### src/core/fers_pkg.sv
// constants shared by the erase result status block
package fers_pkg;

   // register offsets on the plain register port (byte addresses)
   localparam logic [7:0] FERS_OFS_RESULT   = 8'h00;
   localparam logic [7:0] FERS_OFS_CTRL     = 8'h04;
   localparam logic [7:0] FERS_OFS_STATUS   = 8'h08;
   localparam logic [7:0] FERS_OFS_IRQ_STAT = 8'h0c;
   localparam logic [7:0] FERS_OFS_IRQ_MASK = 8'h10;

   // erase result word field positions
   localparam int FERS_BIT_PASS_FAIL  = 0;
   localparam int FERS_BIT_BLOCK_SEL  = 3;
   localparam int FERS_BIT_KEY_ERR    = 4;
   localparam int FERS_BIT_EXEC_ERR   = 5;
   localparam int FERS_BIT_PROTECT    = 6;

   // control, status and interrupt field positions
   localparam int FERS_BIT_CTRL_START = 0;
   localparam int FERS_BIT_STAT_BUSY  = 0;
   localparam int FERS_BIT_IRQ_DONE   = 0;
   localparam int FERS_BIT_IRQ_FAIL   = 1;

   // reset values
   localparam logic [7:0] FERS_RST_RESULT   = 8'h00;
   localparam logic [1:0] FERS_RST_IRQ_MASK = 2'h0;

   // expected key and the array-select code that picks the user boot array
   localparam logic [7:0] FERS_KEY_GOOD     = 8'h5a;
   localparam logic [7:0] FERS_SEL_USR_BOOT = 8'haa;

   // erase watchdog: time in microseconds and its cycle count at 40 MHz
   localparam int FERS_CLK_MHZ          = 40;
   localparam int FERS_ERASE_TIMEOUT_US = 10000;
   localparam int FERS_ERASE_TIMEOUT_CYC = FERS_ERASE_TIMEOUT_US * FERS_CLK_MHZ;

   // sequencer states
   typedef enum logic [1:0] {
      FERS_IDLE  = 2'b00,
      FERS_CHECK = 2'b01,
      FERS_RUN   = 2'b10,
      FERS_WAIT  = 2'b11
   } fers_state_t;

endpackage : fers_pkg

### src/core/fers_top.sv
// erase result status sequencer with register port and interrupt
`timescale 1ns/1ps

module fers_top
   import fers_pkg::*;
#(
   parameter int BLK_W          = 4,
   parameter int NUM_BLOCKS     = 8,
   parameter int TIMEOUT_CYCLES = FERS_ERASE_TIMEOUT_CYC
) (
   input  wire logic             sys_clk_i,
   input  wire logic             reset_i,
   input  wire logic [7:0]       addr_i,
   input  wire logic [7:0]       wr_data_i,
   input  wire logic             wr_i,
   input  wire logic             rd_i,
   input  wire logic [7:0]       flash_key_reg_i,
   input  wire logic [7:0]       array_select_reg_i,
   input  wire logic [BLK_W-1:0] block_num_i,
   input  wire logic             flash_error_state_i,
   input  wire logic             settings_changed_i,
   input  wire logic             erase_done_i,
   input  wire logic             erase_fail_i,
   output logic [7:0]            rd_data_o,
   output logic                  erase_start_o,
   output logic [BLK_W-1:0]      erase_block_o,
   output logic                  irq_o
);

   // refuse shapes the block register and the watchdog counter cannot serve
   initial begin
      if (BLK_W < 1 || BLK_W > 16)
         $error("fers_top: BLK_W out of range");
      if (NUM_BLOCKS < 1 || NUM_BLOCKS > (1 << BLK_W))
         $error("fers_top: NUM_BLOCKS does not fit BLK_W");
      if (TIMEOUT_CYCLES < 1 || TIMEOUT_CYCLES > 16777215)
         $error("fers_top: TIMEOUT_CYCLES out of range");
   end

   localparam logic [BLK_W-1:0] LAST_BLOCK = BLK_W'(NUM_BLOCKS - 1);
   localparam logic [23:0]      TMO_LAST   = 24'(TIMEOUT_CYCLES - 1);

   // register map on the plain port, byte addresses
   //    result word  read only, holds the last completed attempt
   //    control      write only, bit 0 launches an erase while idle
   //    status       read only, bit 0 high while a sequence runs
   //    irq status   read clears, bit 0 done, bit 1 failed
   //    irq mask     read write, same layout as irq status
   // read data come back in the cycle after the strobe, then fall to zero,
   // so a late sampler reads zero rather than a stale word

   // sequence timing, one line per clock edge after the start write
   //    edge 1  check cycle: protect, key and select sampled, block number as latched at the start write
   //    edge 2  launch pulse if all checks passed, else result published
   //    edge 3  first wait cycle, completion looked at from here on
   //    edge n  completion seen, result and events on the next edge
   // a check failure never pulses the launch, so the array stays untouched

   // limitations worth knowing
   //    a start written while busy is dropped, software must poll busy
   //    the watchdog turns a silent array engine into an execution error
   //    the result word keeps its value until the next attempt completes

   // builds the result word; unused positions are forced to zero
   function automatic logic [7:0] fers_pack(input logic prot, input logic exec,
                                            input logic key, input logic blk);
      logic [7:0] w;
      w = 8'h00;
      w[FERS_BIT_PROTECT]   = prot;
      w[FERS_BIT_EXEC_ERR]  = exec;
      w[FERS_BIT_KEY_ERR]   = key;
      w[FERS_BIT_BLOCK_SEL] = blk;
      w[FERS_BIT_PASS_FAIL] = prot | exec | key | blk;
      return w;
   endfunction : fers_pack

   // address compare used by both read and write decode
   function automatic logic fers_hit(input logic [7:0] a, input logic [7:0] ofs);
      return a == ofs;
   endfunction : fers_hit

   // register state
   fers_state_t      state_q, state_d;
   logic [7:0]       result_q, result_d;
   logic             prot_q, prot_d;
   logic             key_q, key_d;
   logic             blk_q, blk_d;
   logic             chg_q, chg_d;
   logic [23:0]      tmo_q, tmo_d;
   logic             start_q, start_d;
   logic [BLK_W-1:0] eblk_q, eblk_d;
   logic [1:0]       istat_q, istat_d;
   logic [1:0]       imask_q, imask_d;
   logic [7:0]       rdata_q, rdata_d;
   logic             irq_q, irq_d;

   // decoded strobes
   logic start_req;
   logic rd_istat;
   logic ev_done;
   logic ev_fail;

   assign start_req = wr_i && fers_hit(addr_i, FERS_OFS_CTRL) && wr_data_i[FERS_BIT_CTRL_START];
   assign rd_istat  = rd_i && fers_hit(addr_i, FERS_OFS_IRQ_STAT);

   // check outcomes, shared by the flags and the abort decision
   logic chk_prot;
   logic chk_key;
   logic chk_blk;
   logic chk_boot;
   logic chk_any;

   assign chk_prot = flash_error_state_i;
   assign chk_key  = flash_key_reg_i != FERS_KEY_GOOD;
   assign chk_blk  = eblk_q > LAST_BLOCK;
   assign chk_boot = array_select_reg_i == FERS_SEL_USR_BOOT;
   // the boot select is left out here: it is judged only after the others
   assign chk_any  = chk_prot | chk_key | chk_blk;

   // completion outcome in the wait state
   logic wait_end;
   logic exec_bad;

   // a timeout ends the wait just like a done from the array engine
   assign wait_end = erase_done_i || (tmo_q == TMO_LAST);
   // a settings change in the last wait cycle still counts as a fault
   assign exec_bad = erase_fail_i | chg_q | settings_changed_i | !erase_done_i;

   // erase sequencer: check, launch, wait, then publish the result word
   always_comb begin
      state_d  = state_q;
      result_d = result_q;
      prot_d   = prot_q;
      key_d    = key_q;
      blk_d    = blk_q;
      chg_d    = chg_q;
      tmo_d    = tmo_q;
      start_d  = 1'b0;
      eblk_d   = eblk_q;
      ev_done  = 1'b0;
      ev_fail  = 1'b0;
      case (state_q)
         FERS_IDLE: begin
            // a start while busy is ignored rather than queued
            if (start_req) begin
               state_d = FERS_CHECK;
               eblk_d  = block_num_i;
            end
         end
         FERS_CHECK: begin
            // all checks sample the settings before anything is erased
            prot_d = chk_prot;
            key_d  = chk_key;
            blk_d  = chk_blk;
            // fresh change tracker and watchdog for this attempt
            chg_d  = 1'b0;
            tmo_d  = 24'h000000;
            if (chk_any) begin
               // protect, key or block fault: abort with the matching flags
               result_d = fers_pack(chk_prot, 1'b0, chk_key, chk_blk);
               ev_done  = 1'b1;
               ev_fail  = 1'b1;
               state_d  = FERS_IDLE;
            end else if (chk_boot) begin
               // boot array selected: refuse, neither array is touched
               result_d = fers_pack(1'b0, 1'b1, 1'b0, 1'b0);
               ev_done  = 1'b1;
               ev_fail  = 1'b1;
               state_d  = FERS_IDLE;
            end else begin
               // all checks clean: one launch pulse to the array engine
               start_d = 1'b1;
               state_d = FERS_RUN;
            end
         end
         FERS_RUN: begin
            // one cycle after launch before completion is looked at
            chg_d   = chg_q | settings_changed_i;
            state_d = FERS_WAIT;
         end
         FERS_WAIT: begin
            // settings changes stay remembered until the result is out
            chg_d = chg_q | settings_changed_i;
            tmo_d = tmo_q + 24'h000001;
            if (wait_end) begin
               // timeout counts as an array that could not be erased
               result_d = fers_pack(prot_q | flash_error_state_i, exec_bad,
                                    key_q, blk_q);
               ev_done  = 1'b1;
               ev_fail  = flash_error_state_i | exec_bad;
               state_d  = FERS_IDLE;
            end
         end
         default: begin
            state_d = FERS_IDLE;
         end
      endcase
   end

   always_ff @(posedge sys_clk_i or posedge reset_i) begin
      if (reset_i) begin
         state_q  <= FERS_IDLE;
         result_q <= FERS_RST_RESULT;
         prot_q   <= 1'b0;
         key_q    <= 1'b0;
         blk_q    <= 1'b0;
         chg_q    <= 1'b0;
         tmo_q    <= 24'h000000;
         start_q  <= 1'b0;
         eblk_q   <= '0;
      end else begin
         state_q  <= state_d;
         result_q <= result_d;
         prot_q   <= prot_d;
         key_q    <= key_d;
         blk_q    <= blk_d;
         chg_q    <= chg_d;
         tmo_q    <= tmo_d;
         start_q  <= start_d;
         eblk_q   <= eblk_d;
      end
   end

   // interrupt status: events set, read clears, set wins over clear
   always_comb begin
      istat_d = rd_istat ? 2'h0 : istat_q;
      if (ev_done)
         istat_d[FERS_BIT_IRQ_DONE] = 1'b1;
      if (ev_fail)
         istat_d[FERS_BIT_IRQ_FAIL] = 1'b1;
      imask_d = imask_q;
      if (wr_i && fers_hit(addr_i, FERS_OFS_IRQ_MASK))
         imask_d = wr_data_i[1:0];
      irq_d = |(istat_d & imask_d);
   end

   always_ff @(posedge sys_clk_i or posedge reset_i) begin
      if (reset_i) begin
         istat_q <= 2'h0;
         imask_q <= FERS_RST_IRQ_MASK;
         irq_q   <= 1'b0;
      end else begin
         istat_q <= istat_d;
         imask_q <= imask_d;
         irq_q   <= irq_d;
      end
   end

   // read data stand only in the cycle after the strobe; unmapped reads zero
   always_comb begin
      rdata_d = 8'h00;
      if (rd_i) begin
         case (addr_i)
            FERS_OFS_RESULT:   rdata_d = result_q;
            FERS_OFS_STATUS:   rdata_d = {7'h00, state_q != FERS_IDLE};
            FERS_OFS_IRQ_STAT: rdata_d = {6'h00, istat_q};
            FERS_OFS_IRQ_MASK: rdata_d = {6'h00, imask_q};
            default:           rdata_d = 8'h00;
         endcase
      end
   end

   always_ff @(posedge sys_clk_i or posedge reset_i) begin
      if (reset_i) begin
         rdata_q <= 8'h00;
      end else begin
         rdata_q <= rdata_d;
      end
   end

   // outputs straight from flops
   assign rd_data_o     = rdata_q;
   assign erase_start_o = start_q;
   assign erase_block_o = eblk_q;
   assign irq_o         = irq_q;

endmodule : fers_top

### config.mk
export PLATFORM = sky130hd
export DESIGN_NAME = fers_top
export DESIGN_NICKNAME = d
export VERILOG_FILES = /design/src/core/fers_pkg.sv /design/src/core/fers_top.sv
export SDC_FILE = /design/constraint.sdc
export NUM_CORES = 1
export LEC_CHECK = 0
export ABC_AREA = 1
export BUFFER_PORTS_ARGS = -buffer_cell sky130_fd_sc_hd__buf_2
export CAP_MARGIN = 20
export CORE_UTILIZATION = 50
export DETAILED_ROUTE_END_ITERATION = 10
export PLACE_DENSITY = 0.74
export SLEW_MARGIN = 0
export SYNTH_ARGS = -nofsm -noshare
export SYNTH_HDL_FRONTEND = slang
export SYNTH_SLANG_ARGS = --single-unit
### constraint.sdc
create_clock -name sys_clk_i -period 2.1 [get_ports sys_clk_i]
set_input_delay 0.315 -clock sys_clk_i [delete_from_list [all_inputs] [get_ports sys_clk_i]]
set_output_delay 0.315 -clock sys_clk_i [all_outputs]
set_load 0.1 [all_outputs]
Word level (Yosys, flattened, before mapping)
Index checks and enable logic that the tools add are counted.

Reductions and logical operators: 16. Bitwise logic cells: 12. Mux-type cells: 26. Equality and inequality tests: 13. Add/sub/neg operators: 1. Magnitude comparators: 1.

Operators by type and width (count): $pmux 24 s2 (1); $mux 8 (4); $pmux 8 s4 (1); $add 24x1->24 const B (1); $eq 24x19->1 const B (1); $eq 8x4->1 const B (2); $pmux 8 s2 (1); $mux 2 (6); $or 1x1->1 (11); $mux 1 (9); $eq 8x3->1 const B (1); $eq 8x5->1 const B (1); $eq 8x8->1 const B (1); $logic_not 8->1 (1); $ne 8x7->1 const B (1); $pmux 2 s4 (1); $pmux 1 s2 (3); $reduce_bool 2->1 (3); $eq 2x2->1 const B (2); $gt 4x3->1 const B (1); $logic_and 1x1->1 (4); $ne 2x2->1 const B (2); $reduce_and 2->1 (2); $reduce_or 2->1 (2); 7 further kinds (7).

Logic and storage cells: 82. Register bits after elaboration: 56. Output and inout port bits: 14.

Depth between registers and ports, before layout
Gate-level depths: netlist of the first run.

Word-level depth: 9. Depth in mapped cells: 10. Gate-level depth less buffers: 10.

Worst setup path before layout of the first run
Ideal clock, no wire load.

Kind: flip-flop to flip-flop. Start point: register eblk_q[3] (netlist: erase_block_o[3]). End point: register result_q[3]. Arrival: 1.586 ns. Path buffers: 0. Path slack: 0.440 ns. Stages on the path, launching flop included: 7. Cell sequence: dfrtp_1 -> nor2_1 -> nand3_1 -> nand2_2 -> nand2_8 -> nand2_1 -> o21ai_2.

Word-level cells in the longest chain between the ends: 4.

RTL lines: start: declaration (RTL line fers_top.sv:91) `logic [BLK_W-1:0] eblk_q, eblk_d;`; start signal: assignment (RTL line fers_top.sv:220) `eblk_q <= eblk_d;`; $gt 4x3->1 (*) (RTL line fers_top.sv:115) `assign chk_blk = eblk_q > LAST_BLOCK;`; $or 1x1->1 (RTL line fers_top.sv:118) `assign chk_any = chk_prot | chk_key | chk_blk;`; $ne 3x3->1 (no line) / $mux 8 (equally long branches); $reduce_and 3->1 (no line) / $pmux 8 s2 (equally long branches); end signal: assignment (RTL line fers_top.sv:213) `result_q <= result_d;`; end: declaration (RTL line fers_top.sv:84) `logic [7:0] result_q, result_d;`.

Every way passes the cells marked *; elsewhere a longest branch is shown, timed or not. A chain may end at the register's enable or synchronous reset.

Final worst setup path of the first run
Start point: register state_q[0]. End point: register tmo_q[12].

Word-level cells in the longest chain between the ends: 2.

RTL lines: start: declaration (RTL line fers_top.sv:83) `fers_state_t state_q, state_d;`; start signal: assignment (RTL line fers_top.sv:212) `state_q <= state_d;`; $eq 2x2->1 / $eq 2x1->1 (equally long branches) (RTL line fers_top.sv:142) `case (state_q)`; $pmux 24 s2 / $reduce_bool 2->1 (equally long branches); end signal: assignment (RTL line fers_top.sv:218) `tmo_q <= tmo_d;`; end: declaration (RTL line fers_top.sv:89) `logic [23:0] tmo_q, tmo_d;`.

Parallel ways exist; a longest one is shown, timed or not.

==> summary by stage, run 1 <==
Yosys
The primary flip-flop cell chosen by synthesis mapping is sky130_fd_sc_hd__dfrtp_1. The post-synthesis cell type with the largest combined area is sky130_fd_sc_hd__dfrtp_1. The sequential area share after synthesis is 44.1%.

The synthesized design contains 51 register bits. Ranked by total cell area, the synthesized netlist is headed by sky130_fd_sc_hd__dfrtp_1 44%, sky130_fd_sc_hd__nand2_1 12%, sky130_fd_sc_hd__inv_1 6.9%. Yosys printed 0 warnings. Of all flip-flops after synthesis, the portion carrying an async set or reset was 100%. Of the post-synthesis cell area, the part taken by muxes is 1.56%. The share of the synthesized area in compound gates (AO/OA/AOI/OAI) is 10.1%. Of the total synthesized cell area, the portion taken by full adders, half adders and majority gates is 0.432%. The proportion of netlist area held by the largest area contributor is 44.1%. After Yosys synthesis, and, or, nand and nor cells account for 34.2% of the synthesized area. After technology mapping, the gate count stands at 379.

After synthesis the cells add up to 2900 um2. The synthesized design contains 0 enable-type register cells. Synthesis instantiated 38 different standard cells from the library.

The xor and xnor fraction of the mapped netlist area is 0.303%. The main combinational cell family by area after synthesis is simple AND/OR/NAND/NOR gates. A synthesized cell averages 7.64 um2.

Detailed routing
Across all layers, the routed design uses 2562 vias. After detailed routing, the average wire length per cell comes to 12.5 um. The total iterations of the first detailed-routing run is 4.

The count of nets left with antenna violations once routing finished came out at 0. The ratio of routed vias to standard cells is 5.09. The routed design has 6.27 mm of wire. The iteration-0 DRC count of the detailed router is 143. The residual DRC count is 0.

Setup path
The critical path start-end classification is reg -> reg. For this run, the slowest stage of the critical path takes 520 ps. The arrival time at the worst endpoint is 1930 ps. The worst-path maximum fanout is 22.

The nature of the critical path startpoint is a flip-flop. The register-to-register setup slack is 410 ps. For the worst setup path, the data required time is 2340 ps. The signal on the critical path passes through inv_4 -> nor2_4 -> inv_1 -> o21ai_0 -> a21oi_1.

On the critical path, the stage with the largest delay is an instance of sky130_fd_sc_hd__dfrtp_1. The worst setup path is captured at a flip-flop.

GRT
The initial antenna violation count is 0. The overall track demand over capacity in global routing is 23.7%. The largest net degree at the start of global routing is 23.

The via count of the first global-routing pass is 2574. The global route total overflow is 0. The first global-routing pass estimated 11.4 mm of wire.

CTS
The clock latency on the worst-skew pair is 310 ps. Buffers inserted to repair hold after CTS numbered 0. TritonCTS built the clock tree. The clock transition at the registers of the reported paths is 90 ps. The tree built by TritonCTS fans out to 51 sinks. No sink is reached through more buffers than the 2 on the longest clock path. CTS built an H-tree with a depth of 2. The buffer type at the clock tree root is sky130_fd_sc_hd__clkbuf_8. The number of gates resized after CTS was 0. The number of buffers created by CTS is 5. The number of setup buffers added after CTS is 0.

Timing
Derived from the worst setup path, the maximum achievable clock frequency is 591 MHz. Setup repair after global routing left no endpoint under its margin. The shortest period the worst path allows is 1690 ps. The final setup skew is 5.62 ps.

The number of setup violations in the final report is 0. The final critical-path setup slack is 407 ps. The worst pin sits at a relative slew slack of 59.7%. Hold timing on the final database bottoms out at a slack of -16.9 ps. For the pin with the worst max-slew slack, the measured transition is 603 ps. Summed over all failing endpoints, the final setup total negative slack is 0 ps. The final period utilization is 80.6%. The count of final max-slew check failures came to 0.

The number of endpoints with negative hold slack in the final report was 18.

Finish
The final net count is 476. The final-layout fill cell count is 502. The repair_antennas step left the layout with diodes totalling 0. From synthesis to final layout, the design area changed by 13.9%. The share of final-layout standard cells stronger than drive strength 1 is 21.3%.

Worst hold path
The type of the most critical hold path is in -> async.

Status
The run finished, with violations left. The checks that failed: hold timing.

Job
The reported max-cap violation count is 0.

Placement
The wire-length estimate of the detail-placed layout is 4.86 mm. The number of buffers inserted by port buffering is 49. The pre-CTS setup slack is 395 ps.

The routability congestion estimate is 0.878.

Floorplanning
The overall die height is 78.1 um. The number of placement rows is 27. The area of the die is 6100 um2.

From left edge to right edge, the die measures 78.1 um. The total core area is 5540 um2. In this run the count of I/O pins placed on the die edge is 58. For this configuration, the core starts out at a cell density of 52.3%.

Pwr
The completed layout was analyzed and its total power is 1.78 mW. For this design the static power due to leakage is 1.75 nW. The worst ir drop on vdd is 305 uV. For this design the ratio of total power to cell area is 539 nW/um2.
[stage by stage]
| step | instances | utilization [%] | area, um2 |
|---|---|---|---|
| after detailed placement | 496 | 57.9 | 3210 |
| final | 503 | 59.5 | 3300 |
| after global placement | 496 | 57.9 | 3210 |
| after CTS | 503 | 59.5 | 3300 |
| after global routing | 503 | 59.5 | 3300 |
| after floorplan | 380 | - | 2900 |
[path summary, 6_finish.rpt]
path	startpoint	end	cells after the start
worst min register to register	erase_block_o[2]	erase_block_o[2]	1
max in group asynchronous	reset_i	tmo_q[5]	3
worst min-delay path	reset_i	prot_q	2
worst max-delay path	state_q[0]	tmo_q[12]	5
worst max register to register	state_q[0]	tmo_q[12]	5
min in group sys_clk_i	block_num_i[3]	erase_block_o[3]	2
[metal layers]
layer | vias to the layer above | share of wire, % | GRT usage [%]
li1 | 1306 | - | -
met1 | 1176 | 49 | 32.0
met2 | 71 | 45 | 37.6
met3 | 9 | 4.6 | 4.77
met4 | 0 | 1.3 | 8.89
met5 | - | 0 | 0
[kinds of logic (layout without fill, tap and decap cells)]
family | Yosys count | after routing
compound gates | 50 | 50
xor+xnor | 1 | 1
fa+ha+maj | 1 | 1
buf+inv | 65 | 116
flops | 51 | 51
mux | 4 | 4
other cells | 1 | 2
simple gates | 206 | 206
[report_power, final]
part,total [mW],leakage [nW],internal (mW),switching [mW]
registers,1.02,0.676,1.01,0.0120
logic,0.169,1.03,0.0556,0.113
clock network,0.592,0.0477,0.266,0.326
[Yosys cell counts (4+ instances only)]
library cell,instances
sky130_fd_sc_hd__a21oi_1,15
sky130_fd_sc_hd__buf_2,4
sky130_fd_sc_hd__buf_4,4
sky130_fd_sc_hd__dfrtp_1,51
sky130_fd_sc_hd__inv_1,53
sky130_fd_sc_hd__mux2_1,4
sky130_fd_sc_hd__nand2_1,91
sky130_fd_sc_hd__nand2_2,6
sky130_fd_sc_hd__nand3_1,22
sky130_fd_sc_hd__nand3_2,4
sky130_fd_sc_hd__nand4_1,8
sky130_fd_sc_hd__nor2_1,50
sky130_fd_sc_hd__nor3_1,9
sky130_fd_sc_hd__o21ai_0,18
sky130_fd_sc_hd__o21ai_1,4
sky130_fd_sc_hd__o21ai_2,5
[flip-flops by register name, summed over array words and instances (netlist names), named ones only]
signal	cells
imask_q	2
irq_o	1
tmo_q	24
prot_q	1
erase_start_o	1
key_q	1
result_q	5
erase_block_o	4
state_q	1
istat_q	2
rd_data_o	6
chg_q	1
blk_q	1
[worst max-delay path, delay by kind of cell (launching register included)]
kind	cells	cell delay [ps]
buffers and inverters	2	630
DFF	1	520
and+or+nand+nor	1	70
AOI/OAI and AO/OA	2	400
[layout make-up]
class / count / area (um2) / share of cell area, %
Inverter: 57 / 216 / 6.56
Tap cell: 72 / 90.1 / 2.73
Clock buffer: 6 / 82.6 / 2.50
Sequential cell: 51 / 1280 / 38.7
Timing Repair Buffer: 52 / 268 / 8.12
Multi-Input combinational cell: 264 / 1360 / 41.1
Clock inverter: 1 / 8.76 / 0.266
[placed cells by master, fill, tap and decap left out, types with 3 or more instances in the layout]
cell type	n
sky130_fd_sc_hd__inv_2	4
sky130_fd_sc_hd__buf_2	49
sky130_fd_sc_hd__clkbuf_8	6
sky130_fd_sc_hd__mux2_1	4
sky130_fd_sc_hd__o21ai_1	4
sky130_fd_sc_hd__nor3_1	9
sky130_fd_sc_hd__o21ai_2	5
sky130_fd_sc_hd__nand2_1	91
sky130_fd_sc_hd__inv_1	52
sky130_fd_sc_hd__nor2_1	50
sky130_fd_sc_hd__dfrtp_1	51
sky130_fd_sc_hd__nor2_2	3
sky130_fd_sc_hd__a21oi_1	15
sky130_fd_sc_hd__nor2_4	3
sky130_fd_sc_hd__nand2_2	6
sky130_fd_sc_hd__nand3_2	4
sky130_fd_sc_hd__o21ai_0	18
sky130_fd_sc_hd__nand4_1	8
sky130_fd_sc_hd__nand3_1	22
sky130_fd_sc_hd__buf_4	3
Note: power is estimated with default switching activity, not from simulation.
==> inputs of run 2 (changes only) <==
==> constraint.sdc (replaced) <==
create_clock -name sys_clk_i -period 1.7 [get_ports sys_clk_i]
set_input_delay 0.255 -clock sys_clk_i [delete_from_list [all_inputs] [get_ports sys_clk_i]]
set_output_delay 0.255 -clock sys_clk_i [all_outputs]
set_load 0.1 [all_outputs]
==> run 2 against run 1 <==
  * The flow now finishes without violations
  * Core utilization rose by 1.2 points
  * Non-clock buffer count rose by 3
  * Routed wire length rose by 1.4%
  * Sequential share of layout area fell by 0.75 points
  * Largest power group unchanged
==> summary by stage, run 2 (same netlist as run 1, synthesis figures left out) <==
GRT
The overall track demand over capacity in global routing is 23.6% (was 23.7%). The via count of the first global-routing pass is 2541 (was 2574). The initial antenna violation count is 0 (unchanged).

The global-route wire length before repair was 11.3 mm (was 11.4 mm). The largest net degree at the start of global routing is 52 (was 23). The global route total overflow was 0 (unchanged).

Floorplanning
The die span in x is 78.1 um (unchanged). The overall die height is 78.1 um (unchanged). The total core area came to 5540 um2 (unchanged). The effective utilization at floorplan is 52.3% (unchanged). The number of placement rows came to 27 (unchanged). The I/O pin count is 58 (unchanged).

The area of the die is 6100 um2 (unchanged).

Timing
The count of final max-slew check failures came to 0 (unchanged). The final period utilization came to 91.1% (was 80.6%). The setup TNS is 0 ps (unchanged). The shortest period the worst path allows is 1550 ps (was 1690 ps). The number of setup violations in the final report is 0 (unchanged).

The number of endpoints with negative hold slack in the final report is 0 (was 18). Setup repair after global routing missed its margin: no (unchanged). The final setup skew came to 8.31 ps (was 5.62 ps). The achievable clock frequency is 646 MHz (was 591 MHz).

CTS
The H-tree depth reported by CTS came to 2 (unchanged). The number of buffers created by CTS is 5 (unchanged). The maximum number of buffers from clock root to sink is 2 (unchanged).

The clock sink total was 51 (unchanged). The buffer type at the clock tree root is sky130_fd_sc_hd__clkbuf_8 (unchanged). The clock transition at the registers of the reported paths was 100 ps (was 90 ps). The clock latency on the worst-skew pair is 310 ps (about the same). The clock tree from TritonCTS was yes (unchanged).

Finish
The number of flip-flops under the largest register name is 24 (unchanged). The antenna diode instance count was 0 (unchanged). The final net count is 479 (was 476).

Commonest non-fill, non-tap cells in the layout: 91 x sky130_fd_sc_hd__nand2_1, 52 x sky130_fd_sc_hd__inv_1, 50 x sky130_fd_sc_hd__nor2_1, 50 x sky130_fd_sc_hd__dfrtp_1, 49 x sky130_fd_sc_hd__buf_2 (was 91 x sky130_fd_sc_hd__nand2_1, 52 x sky130_fd_sc_hd__inv_1, 51 x sky130_fd_sc_hd__dfrtp_1). The register name with the most flops was tmo_q (unchanged). The leading cell type in the layout, fill and taps excluded is sky130_fd_sc_hd__nand2_1 (unchanged).

The signed area change from the synthesized netlist to the final layout was 16.3% (was 13.9%). The share of final-layout standard cells stronger than drive strength 1 was 22.1% (was 21.3%).

Detailed routing
The total detailed-routing wirelength is 6.35 mm (was 6.27 mm). The wire length per cell after detailed routing is 12.5 um (about the same). The via count of the routed design is 2604 (was 2562). The iteration-0 DRC count of the detailed router is 166 (was 143).

The residual DRC count came to 0 (unchanged). The total iterations of the first detailed-routing run is 4 (unchanged). The remaining antenna violation count after routing is 0 (unchanged). The ratio of routed vias to standard cells is 5.14 (was 5.09).

Pwr
The worst ir drop on vdd is 469 uV (was 305 uV). The leakage dissipation was 1.78 nW (was 1.75 nW). The total power per unit cell area is 708 nW/um2 (was 539 nW/um2). The power consumption is 2.38 mW (was 1.78 mW).

Setup path
The worst-path maximum fanout is 8 (was 22). The arrival time at the worst endpoint is 1760 ps (was 1930 ps). The longest individual stage delay on the worst path is 510 ps (was 520 ps). The endpoint type of the worst setup path was a flip-flop (unchanged). The critical path start-end classification is reg -> reg (unchanged). The endpoint required time on the critical path came to 1910 ps (was 2340 ps).

The largest delay contributor family on the critical path is simple AND/OR/NAND/NOR gates (was buffers and inverters). The buffers plus inverters on the worst setup path came to 0 (was 2). Crit-path cells: nand2_2 -> nor2_1 -> nand2_1 -> nor3_2 -> nand3_1 -> nand3_1 -> nand2_1 (was inv_4 -> nor2_4 -> inv_1 -> o21ai_0 -> a21oi_1). The nature of the critical path startpoint is a flip-flop (unchanged).

The slowest library cell on the worst path is sky130_fd_sc_hd__dfrtp_1 (unchanged).

Worst hold path
The type of the most critical hold path is in -> reg (was in -> async).

Placement
The routability congestion estimate is 0.842 (was 0.878). The number of buffers inserted by port buffering is 49 (unchanged). The placed wire-length estimate after detailed placement came to 4.84 mm (was 4.86 mm).

Job
The reported max-cap violation count is 0 (unchanged).

Status
Result of the run: finished clean (was finished, violations left).
-- run 2: cell count changes in the layout (fill, tap and decap cells not counted) --
cell,previous run,this run
sky130_fd_sc_hd__dfrtp_2,0,1
sky130_fd_sc_hd__dlygate4sd3_1,0,1
sky130_fd_sc_hd__buf_12,0,1
sky130_fd_sc_hd__bufinv_16,0,1
sky130_fd_sc_hd__dfrtp_1,51,50
sky130_fd_sc_hd__buf_4,3,4
-- run 2: cell type report --
class	instances	area (um2)
Clock buffer	6	82.6
Clock inverter	2	38.8
Fill cell	516	2170
Inverter	57	216
Multi-Input combinational cell	264	1360
Sequential cell	51	1280
Tap cell	72	90.1
Timing Repair Buffer	55	305
-- run 2: repair_timing --
action | 4_1_cts | 5_1_grt
setup buffers | 0 | 0
hold buffers | 1 | 0
resized for setup | 0 | 1
endpoints found under the setup margin | 0 | 1
endpoints found under the hold margin | 51 | 0
-- run 2: worst register-to-register path: cells and delay by family (launching register included) --
kind | cells | cell delay, ps
flops | 1 | 510
simple gates | 7 | 940
-- run 2: per-layer routing --
metal  GRT usage, %  up-vias  part of all wire [%]
met5              0        -                     0
met4           8.89        0                   2.3
met3           5.23       14                   4.9
met2           37.8       80                    45
met1           31.3     1196                    47
li1               -     1314                     -
-- run 2: worst paths after layout --
path	from	slack [ps]	to	cells after the start
worst max-delay path	tmo_q[14]	150	tmo_q[22]	7
worst min-delay path	block_num_i[3]	140	erase_block_o[3]	2
worst max register to register	tmo_q[14]	150	tmo_q[22]	7
worst min register to register	erase_block_o[1]	510	erase_block_o[1]	1
max in group asynchronous	reset_i	940	state_q[0]	4
min in group asynchronous	reset_i	520	rd_data_o[6]	4
-- run 2: per-stage QoR --
stage / std cells / hold slack [ps] / area [um2] / util [%] / setup WS, ps
2_1_floorplan: 380 / 387 / 2900 / - / 40.3
3_3_place_gp: 498 / 320 / 3230 / 58.4 / 204
3_5_place_dp: 498 / 323 / 3230 / 58.4 / 139
4_1_cts: 507 / 138 / 3370 / 60.7 / 115
5_1_grt: 507 / 132 / 3370 / 60.8 / 36.5
6_report: 507 / 144 / 3370 / 60.8 / 152
-- run 2: power by group --
group,switching [mW],internal [mW]
registers,0.0144,1.24
clock network,0.427,0.485
logic,0.143,0.0723
total,0.585,1.80
